--- config.mk ---
export PLATFORM = sky130hd
export DESIGN_NAME = gpio_ports
export DESIGN_NICKNAME = d
export VERILOG_FILES = /design/src/logic/gpio_pkg.sv /design/src/logic/gpio_ports.sv
export SDC_FILE = /design/constraint.sdc
export NUM_CORES = 1
export LEC_CHECK = 0
export ABC_CLOCK_PERIOD_IN_PS = 4100
export BUFFER_PORTS_ARGS = -buffer_cell sky130_fd_sc_hd__buf_4
export CAP_MARGIN = 20
export CELL_PAD_IN_SITES_DETAIL_PLACEMENT = 1
export CELL_PAD_IN_SITES_GLOBAL_PLACEMENT = 1
export CORE_ASPECT_RATIO = 1.75
export CORE_MARGIN = 2
export CORE_UTILIZATION = 30
export CTS_CLUSTER_SIZE = 24
export DETAILED_ROUTE_END_ITERATION = 10
export PLACE_DENSITY_LB_ADDON = 0.1
export RECOVER_POWER = 50
export SLEW_MARGIN = 40
export SYNTH_ARGS = -nofsm -noshare
export SYNTH_HDL_FRONTEND = slang
export SYNTH_SLANG_ARGS = --single-unit
export TNS_END_PERCENT = 10
--- constraint.sdc ---
create_clock -name mclk -period 4.1 [get_ports mclk]
set_input_delay 0 -clock mclk [delete_from_list [all_inputs] [get_ports mclk]]
set_output_delay 0 -clock mclk [all_outputs]
set_load 0.02 [all_outputs]
--- src/logic/gpio_pkg.sv ---
// Constants, register map and mode codes for the GPIO port block
`default_nettype none

package gpio_pkg;

    // ========================================================
    // Register map: printed offsets are register indices,
    // byte address is four times the index
    localparam int unsigned NUM_PORTS_MAX = 4;
    localparam int unsigned REGS_PER_PORT = 4;
    localparam int unsigned IDX_W         = 10;
    localparam int unsigned ADDR_W        = 12;

    localparam logic [1:0] REG_DATA = 2'h0;
    localparam logic [1:0] REG_DIR  = 2'h1;
    localparam logic [1:0] REG_SEL1 = 2'h2;
    localparam logic [1:0] REG_SEL2 = 2'h3;

    // Rows: ports A..D; columns: data, direction, select one, two
    localparam logic [IDX_W-1:0] REG_IDX [NUM_PORTS_MAX][REGS_PER_PORT] =
        '{'{10'h096, 10'h097, 10'h098, 10'h099},
          '{10'h09a, 10'h09b, 10'h09c, 10'h09d},
          '{10'h09e, 10'h09f, 10'h0a0, 10'h0a1},
          '{10'h0a2, 10'h0a3, 10'h0a4, 10'h0a5}};

    // ========================================================
    // Reset values of one 8-bit port register
    localparam logic [7:0] DATA_RST = 8'h00;
    localparam logic [7:0] DIR_RST  = 8'hff;
    localparam logic [7:0] SEL1_RST = 8'h00;
    localparam logic [7:0] SEL2_RST = 8'h00;

    // ========================================================
    // Ports at or above this index own an alternate function
    localparam int unsigned FIRST_ALT_PORT = 2;
    // Samples a level must match before it requests service
    localparam int unsigned LEVEL_HOLD     = 2;

    // ========================================================
    // Pin modes
    typedef enum logic [3:0] {
        MODE_OUT    = 4'h1,
        MODE_IN     = 4'h2,
        MODE_DRAIN  = 4'h3,
        MODE_SOURCE = 4'h4,
        MODE_RSVD   = 4'h5,
        MODE_DUAL   = 4'h6,
        MODE_ALT    = 4'h7,
        MODE_LEVEL  = 4'h8,
        MODE_SINGLE = 4'h9
    } gpio_mode_t;

endpackage

`default_nettype wire

--- src/logic/gpio_ports.sv ---
// Four GPIO ports with per-pin modes and pin interrupts, APB slave
//
// Implementation choices: the register addresses and register access over APB.
`timescale 1ns/10ps
`default_nettype none

module gpio_ports #(
    parameter int unsigned NUM_PORTS  = 4,
    parameter int unsigned PORT_WIDTH = 8
) (
    input  wire logic                     mclk,     // System clock
    input  wire logic                     sys_rst,  // Sync reset, high
    input  wire logic [11:0]              paddr,    // APB byte address
    input  wire logic                     psel,     // APB select
    input  wire logic                     penable,  // APB access phase
    input  wire logic                     pwrite,   // APB write
    input  wire logic [31:0]              pwdata,   // APB write data
    input  wire logic [3:0]               pstrb,    // APB byte strobes
    output logic      [31:0]              prdata,   // APB read data
    output logic                          pready,   // APB ready
    output logic                          pslverr,  // APB error
    input  wire logic [NUM_PORTS*PORT_WIDTH-1:0] pin_in,   // Pin levels
    output logic      [NUM_PORTS*PORT_WIDTH-1:0] pin_out,  // Pin drive
    output logic      [NUM_PORTS*PORT_WIDTH-1:0] pin_oe_n, // Drive, low
    input  wire logic [NUM_PORTS*PORT_WIDTH-1:0] alt_out,  // Alt drive
    input  wire logic [NUM_PORTS*PORT_WIDTH-1:0] alt_oe_n, // Alt enable
    output logic      [NUM_PORTS*PORT_WIDTH-1:0] irq       // Pin requests
);

    localparam int unsigned NP = NUM_PORTS * PORT_WIDTH;
    localparam int unsigned PW = PORT_WIDTH;

    // ========================================================
    // Parameter checks
    if (NUM_PORTS < 1 || NUM_PORTS > gpio_pkg::NUM_PORTS_MAX)
    begin : g_chk_ports
        $error("NUM_PORTS must be 1 to 4");
    end
    if (PORT_WIDTH < 1 || PORT_WIDTH > 8)
    begin : g_chk_width
        $error("PORT_WIDTH must be 1 to 8");
    end
    if (gpio_pkg::LEVEL_HOLD != 2)
    begin : g_chk_hold
        $error("Level filter is built for two samples");
    end

    // ========================================================
    // State
    typedef struct packed {
        logic [NP-1:0] dat;       // port_pin_data
        logic [NP-1:0] dir;       // port_pin_direction
        logic [NP-1:0] sel1;      // port_mode_select_one
        logic [NP-1:0] sel2;      // port_mode_select_two
        logic [NP-1:0] pin_meta;
        logic [NP-1:0] pin_sync;
        logic [NP-1:0] pin_prev;
        logic [NP-1:0] pend;
        logic [NP-1:0] irq;
        logic [NP-1:0] pout;
        logic [NP-1:0] poe_n;
        logic [31:0]   rdata;
        logic          ready;
        logic          slverr;
    } st_t;

    st_t s_reg;
    st_t s_next;

    // ========================================================
    // Functions
    function automatic gpio_pkg::gpio_mode_t pin_mode(
        input logic sel2,
        input logic sel1,
        input logic dir,
        input logic dat
    );
        gpio_pkg::gpio_mode_t m;
        m = gpio_pkg::MODE_IN;
        casez ({sel2, sel1, dir, dat})
            4'b000?: m = gpio_pkg::MODE_OUT;
            4'b001?: m = gpio_pkg::MODE_IN;
            4'b010?: m = gpio_pkg::MODE_DRAIN;
            4'b011?: m = gpio_pkg::MODE_SOURCE;
            4'b1000: m = gpio_pkg::MODE_RSVD;
            4'b1001: m = gpio_pkg::MODE_DUAL;
            4'b101?: m = gpio_pkg::MODE_ALT;
            4'b110?: m = gpio_pkg::MODE_LEVEL;
            4'b111?: m = gpio_pkg::MODE_SINGLE;
            default: m = gpio_pkg::MODE_IN;
        endcase
        return m;
    endfunction

    // Returns {hit, port, register}
    function automatic logic [4:0] reg_decode(input logic [11:0] a);
        logic [4:0] d;
        d = 5'h00;
        for (int p = 0; p < NUM_PORTS; p++)
        begin
            for (int r = 0; r < gpio_pkg::REGS_PER_PORT; r++)
            begin
                if (a[11:2] == gpio_pkg::REG_IDX[p][r] && a[1:0] == 2'h0)
                begin
                    d = {1'b1, 2'(p), 2'(r)};
                end
            end
        end
        return d;
    endfunction

    // ========================================================
    // Per-pin mode decode and helper masks
    gpio_pkg::gpio_mode_t md [NP];
    logic [NP-1:0] m_out, m_drain, m_source, m_rsvd, m_dual;
    logic [NP-1:0] m_alt, m_level, m_single, alt_port, lvl_match;

    for (genvar i = 0; i < NP; i++)
    begin : g_mode
        assign md[i] = pin_mode(s_reg.sel2[i], s_reg.sel1[i],
                                s_reg.dir[i], s_reg.dat[i]);
        assign m_out[i]    = (md[i] == gpio_pkg::MODE_OUT);
        assign m_drain[i]  = (md[i] == gpio_pkg::MODE_DRAIN);
        assign m_source[i] = (md[i] == gpio_pkg::MODE_SOURCE);
        assign m_rsvd[i]   = (md[i] == gpio_pkg::MODE_RSVD);
        assign m_dual[i]   = (md[i] == gpio_pkg::MODE_DUAL);
        assign m_alt[i]    = (md[i] == gpio_pkg::MODE_ALT);
        assign m_level[i]  = (md[i] == gpio_pkg::MODE_LEVEL);
        assign m_single[i] = (md[i] == gpio_pkg::MODE_SINGLE);
        assign alt_port[i] = ((i / PW) >= gpio_pkg::FIRST_ALT_PORT);
        // Two successive samples at the selected level
        assign lvl_match[i] = (s_reg.pin_sync[i] == s_reg.dat[i])
                           && (s_reg.pin_prev[i] == s_reg.dat[i]);
    end

    // ========================================================
    // Next state
    logic [4:0]    dec;
    logic          wr_go;
    logic [NP-1:0] rise;
    logic [NP-1:0] fall;
    logic [NP-1:0] clr;
    logic [NP-1:0] set_edge;

    assign dec   = reg_decode(paddr);
    assign wr_go = psel && penable && s_reg.ready && pwrite && dec[4]
                && pstrb[0];
    assign rise  = s_reg.pin_sync & ~s_reg.pin_prev;
    assign fall  = ~s_reg.pin_sync & s_reg.pin_prev;

    always_comb
    begin
        s_next = s_reg;
        clr    = '0;

        // Pin sampling: two stages, then one history stage
        s_next.pin_meta = pin_in;
        s_next.pin_sync = s_reg.pin_meta;
        s_next.pin_prev = s_reg.pin_sync;

        // APB answer one cycle after the setup cycle
        s_next.ready  = psel && !penable;
        s_next.slverr = psel && !penable && !dec[4];
        s_next.rdata  = '0;
        if (psel && !penable && dec[4])
        begin
            for (int p = 0; p < NUM_PORTS; p++)
            begin
                if (dec[3:2] == 2'(p))
                begin
                    case (dec[1:0])
                        gpio_pkg::REG_DATA:
                            s_next.rdata[PW-1:0] =
                                s_reg.pin_sync[p*PW +: PW];
                        gpio_pkg::REG_DIR:
                            s_next.rdata[PW-1:0] = s_reg.dir[p*PW +: PW];
                        gpio_pkg::REG_SEL1:
                            s_next.rdata[PW-1:0] = s_reg.sel1[p*PW +: PW];
                        gpio_pkg::REG_SEL2:
                            s_next.rdata[PW-1:0] = s_reg.sel2[p*PW +: PW];
                        default:
                            s_next.rdata = '0;
                    endcase
                end
            end
        end

        // Register writes
        if (wr_go)
        begin
            for (int p = 0; p < NUM_PORTS; p++)
            begin
                if (dec[3:2] == 2'(p))
                begin
                    case (dec[1:0])
                        gpio_pkg::REG_DATA:
                        begin
                            s_next.dat[p*PW +: PW] = pwdata[PW-1:0];
                            clr[p*PW +: PW] = pwdata[PW-1:0];
                        end
                        gpio_pkg::REG_DIR:
                            s_next.dir[p*PW +: PW] = pwdata[PW-1:0];
                        gpio_pkg::REG_SEL1:
                            s_next.sel1[p*PW +: PW] = pwdata[PW-1:0];
                        gpio_pkg::REG_SEL2:
                            s_next.sel2[p*PW +: PW] = pwdata[PW-1:0];
                        default:
                            s_next.dat = s_reg.dat;
                    endcase
                end
            end
        end

        // Edge requests: set wins over a clear in the same cycle
        set_edge = (m_dual & (rise | fall))
                 | (m_single & ((s_reg.dat & rise)
                              | (~s_reg.dat & fall)));
        s_next.pend = ((s_reg.pend & ~clr) | set_edge)
                    & (m_dual | m_single);
        // One request line per pin
        s_next.irq = s_next.pend | (m_level & lvl_match);

        // Pin drivers
        for (int i = 0; i < NP; i++)
        begin
            s_next.pout[i]  = 1'b0;
            s_next.poe_n[i] = 1'b1;
            case (md[i])
                gpio_pkg::MODE_OUT:
                begin
                    s_next.pout[i]  = s_reg.dat[i];
                    s_next.poe_n[i] = 1'b0;
                end
                gpio_pkg::MODE_DRAIN:
                begin
                    s_next.pout[i]  = 1'b0;
                    s_next.poe_n[i] = s_reg.dat[i];
                end
                gpio_pkg::MODE_SOURCE:
                begin
                    s_next.pout[i]  = 1'b1;
                    s_next.poe_n[i] = !s_reg.dat[i];
                end
                gpio_pkg::MODE_ALT:
                begin
                    if (alt_port[i])
                    begin
                        s_next.pout[i]  = alt_out[i];
                        s_next.poe_n[i] = alt_oe_n[i];
                    end
                end
                // Input, reserved, A/B alternate and interrupt modes float
                default:
                begin
                    s_next.pout[i]  = 1'b0;
                    s_next.poe_n[i] = 1'b1;
                end
            endcase
        end

        if (sys_rst)
        begin
            s_next.dat   = {NUM_PORTS{gpio_pkg::DATA_RST[PW-1:0]}};
            s_next.dir   = {NUM_PORTS{gpio_pkg::DIR_RST[PW-1:0]}};
            s_next.sel1  = {NUM_PORTS{gpio_pkg::SEL1_RST[PW-1:0]}};
            s_next.sel2  = {NUM_PORTS{gpio_pkg::SEL2_RST[PW-1:0]}};
            s_next.pend  = '0;
            s_next.irq   = '0;
            s_next.pout  = '0;
            s_next.poe_n = '1;
            s_next.rdata = '0;
            s_next.ready = 1'b0;
            s_next.slverr = 1'b0;
        end
    end

    always_ff @(posedge mclk)
    begin
        s_reg <= s_next;
    end

    assign prdata   = s_reg.rdata;
    assign pready   = s_reg.ready;
    assign pslverr  = s_reg.slverr;
    assign pin_out  = s_reg.pout;
    assign pin_oe_n = s_reg.poe_n;
    assign irq      = s_reg.irq;
endmodule

`default_nettype wire

* After elaboration in Yosys (flattened, before gate mapping)
Cells that the tools add are included.
Word-level totals: bits in registers 386
Cells by class: bitwise logic cells 20, reduce and logical (&&, ||, !) cells 138, eq/ne operators 550, multiplexer cells 135
Operator list (count):
- one-hot mux 4 bit (9 select lines) | 32
- equality test 4 bit, second input constant | 128
- equality test 4 x 3 -> 1 bit, second input constant | 80
- AND 32 bit | 9
- equality test 3 bit, second input constant | 96
- equality test 3 x 2 -> 1 bit, second input constant | 64
- OR 32 bit | 6
- equality test 10 x 8 -> 1 bit, second input constant | 16
- equality test 4 x 1 -> 1 bit, second input constant | 32
- equality test 4 x 2 -> 1 bit, second input constant | 32
- inverter 32 bit | 4
- one-hot mux 8 bit (4 select lines) | 4
- 2-to-1 mux 8 bit | 15
- equality test 3 x 1 -> 1 bit, second input constant | 32
- zero test 3 bit | 32
- one-hot mux 1 bit (3 select lines) | 32
- 2-to-1 mux 5 bit | 16
- equality test 1 bit | 64
- one-hot mux 1 bit (4 select lines) | 16
- logical AND 1 bit | 56
- 2-to-1 mux 40 bit | 1
- AND reduction 3 bit | 12
- zero test 1 bit | 34
- 2-to-1 mux 32 bit | 1
- other kinds (8) | 29

* Depth between registers and ports, before layout
Gate-level depths: netlist of run 1.
depth in word-level cells 27, depth in mapped cells 10, mapped depth without buffers 7

* Least setup slack after synthesis of run 1
Ideal clock, no wire load.
path type register to register, start point register s_reg, in the netlist pready, end point register s_reg, in the netlist irq[16], library setup time 124 ps, arrival time 1858 ps, buffers on the path 1, path slack 2118 ps, required time 3976 ps, cell stages (with the launch flop) 8, cell sequence dfxtp_1 -> and4_1 -> and2_1 -> clkbuf_1 -> o2111ai_2 -> or4_1 -> nand4b_1 -> a31oi_1
On the way: cells in the longest elaborated chain, start to end 10
RTL lines:
- start, declared | RTL line gpio_ports.sv:67 | st_t s_reg;
- start signal, assigned | RTL line gpio_ports.sv:279 | s_reg <= s_next;
- logical AND 1 bit (3 in series) | RTL line gpio_ports.sv:146 | assign wr_go = psel && penable && s_reg.ready && pwrite && dec[4]
- logical AND 1 bit | RTL line gpio_ports.sv:147 | && pstrb[0];
- 2-to-1 mux 32 bit | RTL line gpio_ports.sv:189 | if (wr_go)
- inverter 32 bit | RTL line gpio_ports.sv:218 | s_next.pend = ((s_reg.pend & ~clr) | set_edge)
- AND 32 bit | RTL line gpio_ports.sv:218
- OR 32 bit | RTL line gpio_ports.sv:218
- AND 32 bit | RTL line gpio_ports.sv:219 | & (m_dual | m_single);
- OR 32 bit | RTL line gpio_ports.sv:221 | s_next.irq = s_next.pend | (m_level & lvl_match);
No other way between the ends. A chain may end at the register's enable or synchronous reset.

==> impl_metrics.json, run 1 <==
{
  "status": "finished, final reports clean",
  "cp-end-kind": "flip-flop",
  "fin_util_pct": 35.45,
  "intPower_uw": 5882,
  "worstPathRequired_ns": 4.47,
  "r2r-start": "pready$_SDFF_PP0_",
  "synth_cells": 2097,
  "grt_pass1_vias": 15900,
  "synth_seq_area_share_pct": 41.08,
  "antenna_found_initial": 0,
  "synth_edf_count": 0,
  "combPwrFrac_pct": 5.5,
  "rsz0062_at_grt": "false",
  "ctsResizeCount": 0,
  "final_common_cell": "dfxtp_1",
  "fin_worst_skew_ns": 0.009896,
  "pin_count": 279,
  "maxCapViolCount": 0,
  "crit_arrival_ns": 3.36,
  "n_fill_cell": 6878,
  "viasPerCell": 5.090,
  "postCtsSetupRepairBufs": 0,
  "gp_congestion": 0.8351,
  "final.period_utilization_pct": 73.12,
  "rows": 117,
  "cp_max_fo": 66,
  "crit_start": "sys_rst",
  "synth_ff_type": "dfxtp_1",
  "ys.warnings.count": 0,
  "layout_common_cells": "dfxtp_1 (362), nand2_1 (297), a21oi_1 (180)",
  "powerDensity_nw_per_um2": 372.3,
  "syn_to_final_growth_pct": 16.77,
  "die_w_um": 187.3,
  "drtIter0Drc": 576,
  "wl_um": 61250,
  "fp.dieH_um": 324.8,
  "dr.pass1.iters": 5,
  "fmax_mhz": 333.6,
  "hpwlAfterDp_um": 44280,
  "cts_num_sinks": 362,
  "io_buffers": 195,
  "cts_buffers": 40,
  "overflow": 0,
  "finalSetupViolations": 0,
  "largest_reg_flops": 192,
  "die_area_sq_um": 60840,
  "hold_viol": 0,
  "p_sw_share_pct": 23.30,
  "p_switching_uw": 1787,
  "ant_nets": 0,
  "p_seq_share_pct": 47.2,
  "hold_path.class": "primary input to flip-flop",
  "syn_area_sq_um": 17640,
  "drc": 0,
  "drive_gt1_share_pct": 11.15,
  "tightest_slew_ns": 1.382,
  "setup_tns_ns": 0,
  "slew_headroom_pct": 7.895,
  "cts-root-buf": "clkbuf_16",
  "synth.avg_cell_area_sq_um": 8.414,
  "ys_types": 93,
  "async_flop_share_pct": 0,
  "hold_start": "alt_oe_n[24]",
  "crit_path_start_kind": "primary input",
  "cts.path.max_buffers": 3,
  "diodes": 0,
  "p_clk_share_pct": 47.3,
  "finalMaxSlewViolations": 0,
  "peakVddDrop_v": 0.0002336,
  "grt_pass1_wl_um": 94560,
  "detail_route.wl_per_cell_um": 20.31,
  "grt_max_degree": 145,
  "start_util_pct": 30.36,
  "power.leakage_uw": 0.007952,
  "ys_ff_latch": 362,
  "cts_tree": "done",
  "htree_levels": 2,
  "final_nets": 2426,
  "track_usage_pct": 19.95,
  "coreArea_sq_um": 58120,
  "crit_type": "primary input to flip-flop",
  "clock_latency_ns": 0.55,
  "cts-hold-fix-buffers": 75,
  "finalCriticalPeriod_ns": 2.998,
  "vias": 15350,
  "clkSlewWorstSetupHoldPaths_ns": 0.06
}
-- critical path: stages --
cell and delay [ns]:
dlygate4sd3_1 0.52, clkbuf_1 0.96, clkbuf_2 1.19, nor2_1 0.13, nand2_1 0.12, o22ai_1 0.09
a21oi_1 0.17, o41ai_1 0.12
-- per-stage QoR --
stage | instances | total power (uW) | hold slack (ns) | instance area, sq um | setup WS, ns
detailed placement | 2869 | 4067 | 0.1060 | 18930 | 1.176
global route | 3015 | 7991 | 0.03854 | 20600 | 0.8363
global placement | 2868 | 4055 | 0.1050 | 18920 | 1.087
finish | 3015 | 7669 | 0.04873 | 20600 | 1.102
floorplan | 2120 | 3893 | 0.02772 | 17730 | 2.118
CTS | 3015 | 7830 | 0.03176 | 21000 | 1.480
-- power groups by stage --
| stage | Sequential (uW) | Clock (uW) | Combinational (uW) |
|---|---|---|---|
| floorplan | 3680 | 0 | 215 |
| finish | 3620 | 3630 | 421 |
| CTS | 3620 | 3780 | 431 |
| detailed placement | 3700 | 0 | 371 |
| global placement | 3690 | 0 | 363 |
| global route | 3620 | 3900 | 462 |
-- final cells by class --
class / count / area [sq um] / area share [%]
clock inverters: 13 / 122.6 / 0.5952
multi-input cells: 1414 / 8686 / 42.16
well taps: 773 / 967.2 / 4.695
flip-flops and latches: 362 / 7247 / 35.18
inverters: 99 / 371.6 / 1.804
repair buffers: 296 / 2018 / 9.796
clock buffers: 58 / 1190 / 5.776
-- metal layers --
metal	track usage (%)	share of wire, %
met1	21.81	39
met2	39.29	55
met3	2.388	3.1
met4	6.177	2.7
met5	0	0
-- worst paths after layout --
| check | slack (ns) | cells after the start | to |
|---|---|---|---|
| setup / recovery | 1.10 | 8 | irq[4]$_SDFF_PP0_ |
| hold / removal | 0.05 | 4 | pin_oe_n[24]$_SDFF_PP1_ |
| setup reg to reg | 1.40 | 6 | s_reg[362]$_SDFFE_PP0P_ |
| hold reg to reg | 0.33 | 0 | s_next[175]$_DFF_P_ |
-- cells in the mapped netlist, drive strengths merged (7+ instances only) --
cell type / n / area, sq um
a21boi: 8 / 60.06
ha: 64 / 800.8
or4: 7 / 52.55
o31ai: 10 / 75.07
nand3: 45 / 235.2
o211a: 7 / 70.07
o22ai: 37 / 231.5
a31oi: 21 / 131.4
o21ai: 77 / 389.1
buf: 159 / 1144
nand3b: 30 / 225.2
nand2: 300 / 1139
clkbuf: 86 / 322.8
a2111oi: 13 / 170.2
nor4: 9 / 75.08
a31o: 10 / 87.59
xnor2: 17 / 148.9
inv: 99 / 371.6
a21oi: 183 / 927.1
mux2i: 53 / 530.5
nor4b: 9 / 93.84
a211o: 12 / 105.1
or2: 16 / 100.1
a22oi: 15 / 112.6
or3: 31 / 193.9
nor2b: 15 / 93.84
o21a: 11 / 82.58
dfxtp: 362 / 7247
nand4: 9 / 62.56
nor3: 41 / 215.2
nor3b: 20 / 155.1
nor2: 133 / 525.5
o211ai: 7 / 52.55
and3: 26 / 162.7
or3b: 12 / 107.6
a222oi: 7 / 70.07
nand2b: 58 / 362.9
-- logic make-up after synthesis --
logic type                 count (synthesis)  synth area share [%]
AOI/OAI and AO/OA                        472                 17.37
adders and majority gates                 64                 4.539
DFF                                      362                 41.08
buffers and inverters                    344                 10.42
and+or+nand+nor                          780                 22.49
xor gates and xnor gates                  18                0.8935
other                                      1               0.02125
muxes                                     56                 3.198
Power figures use the tool's default switching activity.
==> run 2: changes to the inputs <==
Settings changed: ABC_CLOCK_PERIOD_IN_PS 4100 to 2740.
Clock period 4.1 ns to 2.74 ns, I/O delays scaled along.
==> run 2 against run 1 <==
Largest power group unchanged; critical endpoint is now prdata[5]$_SDFF_PP0_; die area unchanged; count of clock-buffer cells in the layout fell by 1; final cell count increased by 1.1%; highest routed layer unchanged.
==> impl_metrics.json, run 2 (synthesized netlist as in run 1, its figures left out) <==
{
  "clock_latency_ns": 0.56,
  "setup_tns_ns": 0,
  "p_switching_uw": 2740,
  "vias": 15380,
  "coreArea_sq_um": 58120,
  "hpwlAfterDp_um": 45660,
  "cts_buffers": 40,
  "antenna_found_initial": 0,
  "crit_arrival_ns": 2.99,
  "hold_start": "paddr[8]",
  "crit_start": "sys_rst",
  "drc": 0,
  "layout_common_cells": "dfxtp_1 (362), nand2_1 (297), a21oi_1 (180)",
  "overflow": 0,
  "grt_max_degree": 118,
  "r2r-start": "pready$_SDFF_PP0_",
  "dr.pass1.iters": 5,
  "rows": 117,
  "status": "finished, final reports clean",
  "diodes": 0,
  "hold_path.class": "primary input to flip-flop",
  "n_fill_cell": 6885,
  "fmax_mhz": 392.2,
  "finalMaxSlewViolations": 0,
  "final_common_cell": "dfxtp_1",
  "drtIter0Drc": 543,
  "pin_count": 279,
  "viasPerCell": 5.046,
  "cts_num_sinks": 362,
  "postCtsSetupRepairBufs": 0,
  "tightest_slew_ns": 1.206,
  "cts.path.max_buffers": 3,
  "p_seq_share_pct": 45.9,
  "grt_pass1_wl_um": 96610,
  "maxCapViolCount": 0,
  "ant_nets": 0,
  "start_util_pct": 30.36,
  "cp-end-kind": "flip-flop",
  "combPwrFrac_pct": 5.4,
  "fp.dieH_um": 324.8,
  "rsz0062_at_grt": "false",
  "crit_path_start_kind": "primary input",
  "wl_um": 62790,
  "final_nets": 2462,
  "intPower_uw": 9055,
  "crit_type": "primary input to flip-flop",
  "drive_gt1_share_pct": 12.35,
  "cp_max_fo": 15,
  "cts-root-buf": "clkbuf_16",
  "htree_levels": 2,
  "cts_tree": "done",
  "die_area_sq_um": 60840,
  "p_total_uw": 11800,
  "power.leakage_uw": 0.008148,
  "final.period_utilization_pct": 93.04,
  "die_w_um": 187.3,
  "clkSlewWorstSetupHoldPaths_ns": 0.06,
  "gp_congestion": 0.8511,
  "p_sw_share_pct": 23.23,
  "finalSetupViolations": 0,
  "worstPathRequired_ns": 3.18,
  "powerDensity_nw_per_um2": 563.4,
  "hold_viol": 0,
  "grt_pass1_vias": 16460,
  "slew_headroom_pct": 19.59,
  "fin_worst_skew_ns": 0.02453,
  "syn_to_final_growth_pct": 18.66,
  "detail_route.wl_per_cell_um": 20.60,
  "track_usage_pct": 20.45,
  "io_buffers": 195,
  "finalCriticalPeriod_ns": 2.549,
  "p_clk_share_pct": 48.7,
  "peakVddDrop_v": 0.0003635,
  "largest_reg_flops": 192
}
## run 2: cell types whose count changed in the layout (fill, tap and decap cells not counted), sizes merged
cell	before	now
buf	81	116
clkinvlp	0	2
bufinv	2	5
dlygate4sd3	75	76
clkbuf	198	197
clkinv	11	4
## run 2: path summary, 6_finish.rpt
kind              slack [ns]  cells past startpoint                 endpoint
hold reg to reg         0.33                      0      s_next[183]$_DFF_P_
setup reg to reg        0.38                      7       irq[24]$_SDFF_PP0_
setup / recovery        0.19                      7     prdata[5]$_SDFF_PP0_
hold / removal          0.03                      6  s_reg[362]$_SDFFE_PP0P_
## run 2: worst max-delay path: stages
cell and delay, ns:
dlygate4sd3_1 0.52, clkbuf_1 0.88, nor3b_1 0.15, buf_4 0.25, nand2_1 0.38, a2111oi_0 0.21, or4_1 0.56
## run 2: what timing repair did
item | 4_1_cts | 5_1_grt
hold buffers | 76 | 0
endpoints found under the hold margin | 195 | 0
gates resized for setup | 0 | 0
## run 2: per-stage QoR
stage	area (sq um)	util [%]	cells	hold slack, ns	worst slack, ns
CTS	21340	36.72	3048	0.0003847	0.1939
finish	20940	36.02	3048	0.02647	0.1906
floorplan	17730	-	2120	0.02772	0.7577
global route	20940	36.02	3048	0.04926	0.05139
detailed placement	19220	33.07	2904	0.1057	0.1775
global placement	19210	33.06	2904	0.1048	0.1987
## run 2: per-layer routing
metal / vias up / share of wire [%] / global-route usage, %
li1: 7418 / - / -
met1: 7539 / 39 / 22.01
met2: 325 / 54 / 39.84
met3: 99 / 3.3 / 2.474
met4: 0 / 3.5 / 8.161
met5: - / 0 / 0
## run 2: power by group through the flow
stage,sequential (uW),combinational (uW),clock (uW)
final,5410,642,5740
after global routing,5420,704,6110
after global placement,5530,551,0
after detailed placement,5530,565,0
after CTS,5410,655,5920
after floorplan,5500,322,0
## run 2: cell type report
| type | instances | area [sq um] | share of cell area (%) |
|---|---|---|---|
| multi-input cells | 1414 | 8660 | 41.36 |
| flip-flops and latches | 362 | 7247 | 34.62 |
| repair buffers | 332 | 2328 | 11.12 |
| clock buffers | 57 | 1176 | 5.618 |
| well taps | 773 | 967.2 | 4.620 |
| inverters | 99 | 371.6 | 1.775 |
| clock inverters | 11 | 185.2 | 0.8845 |
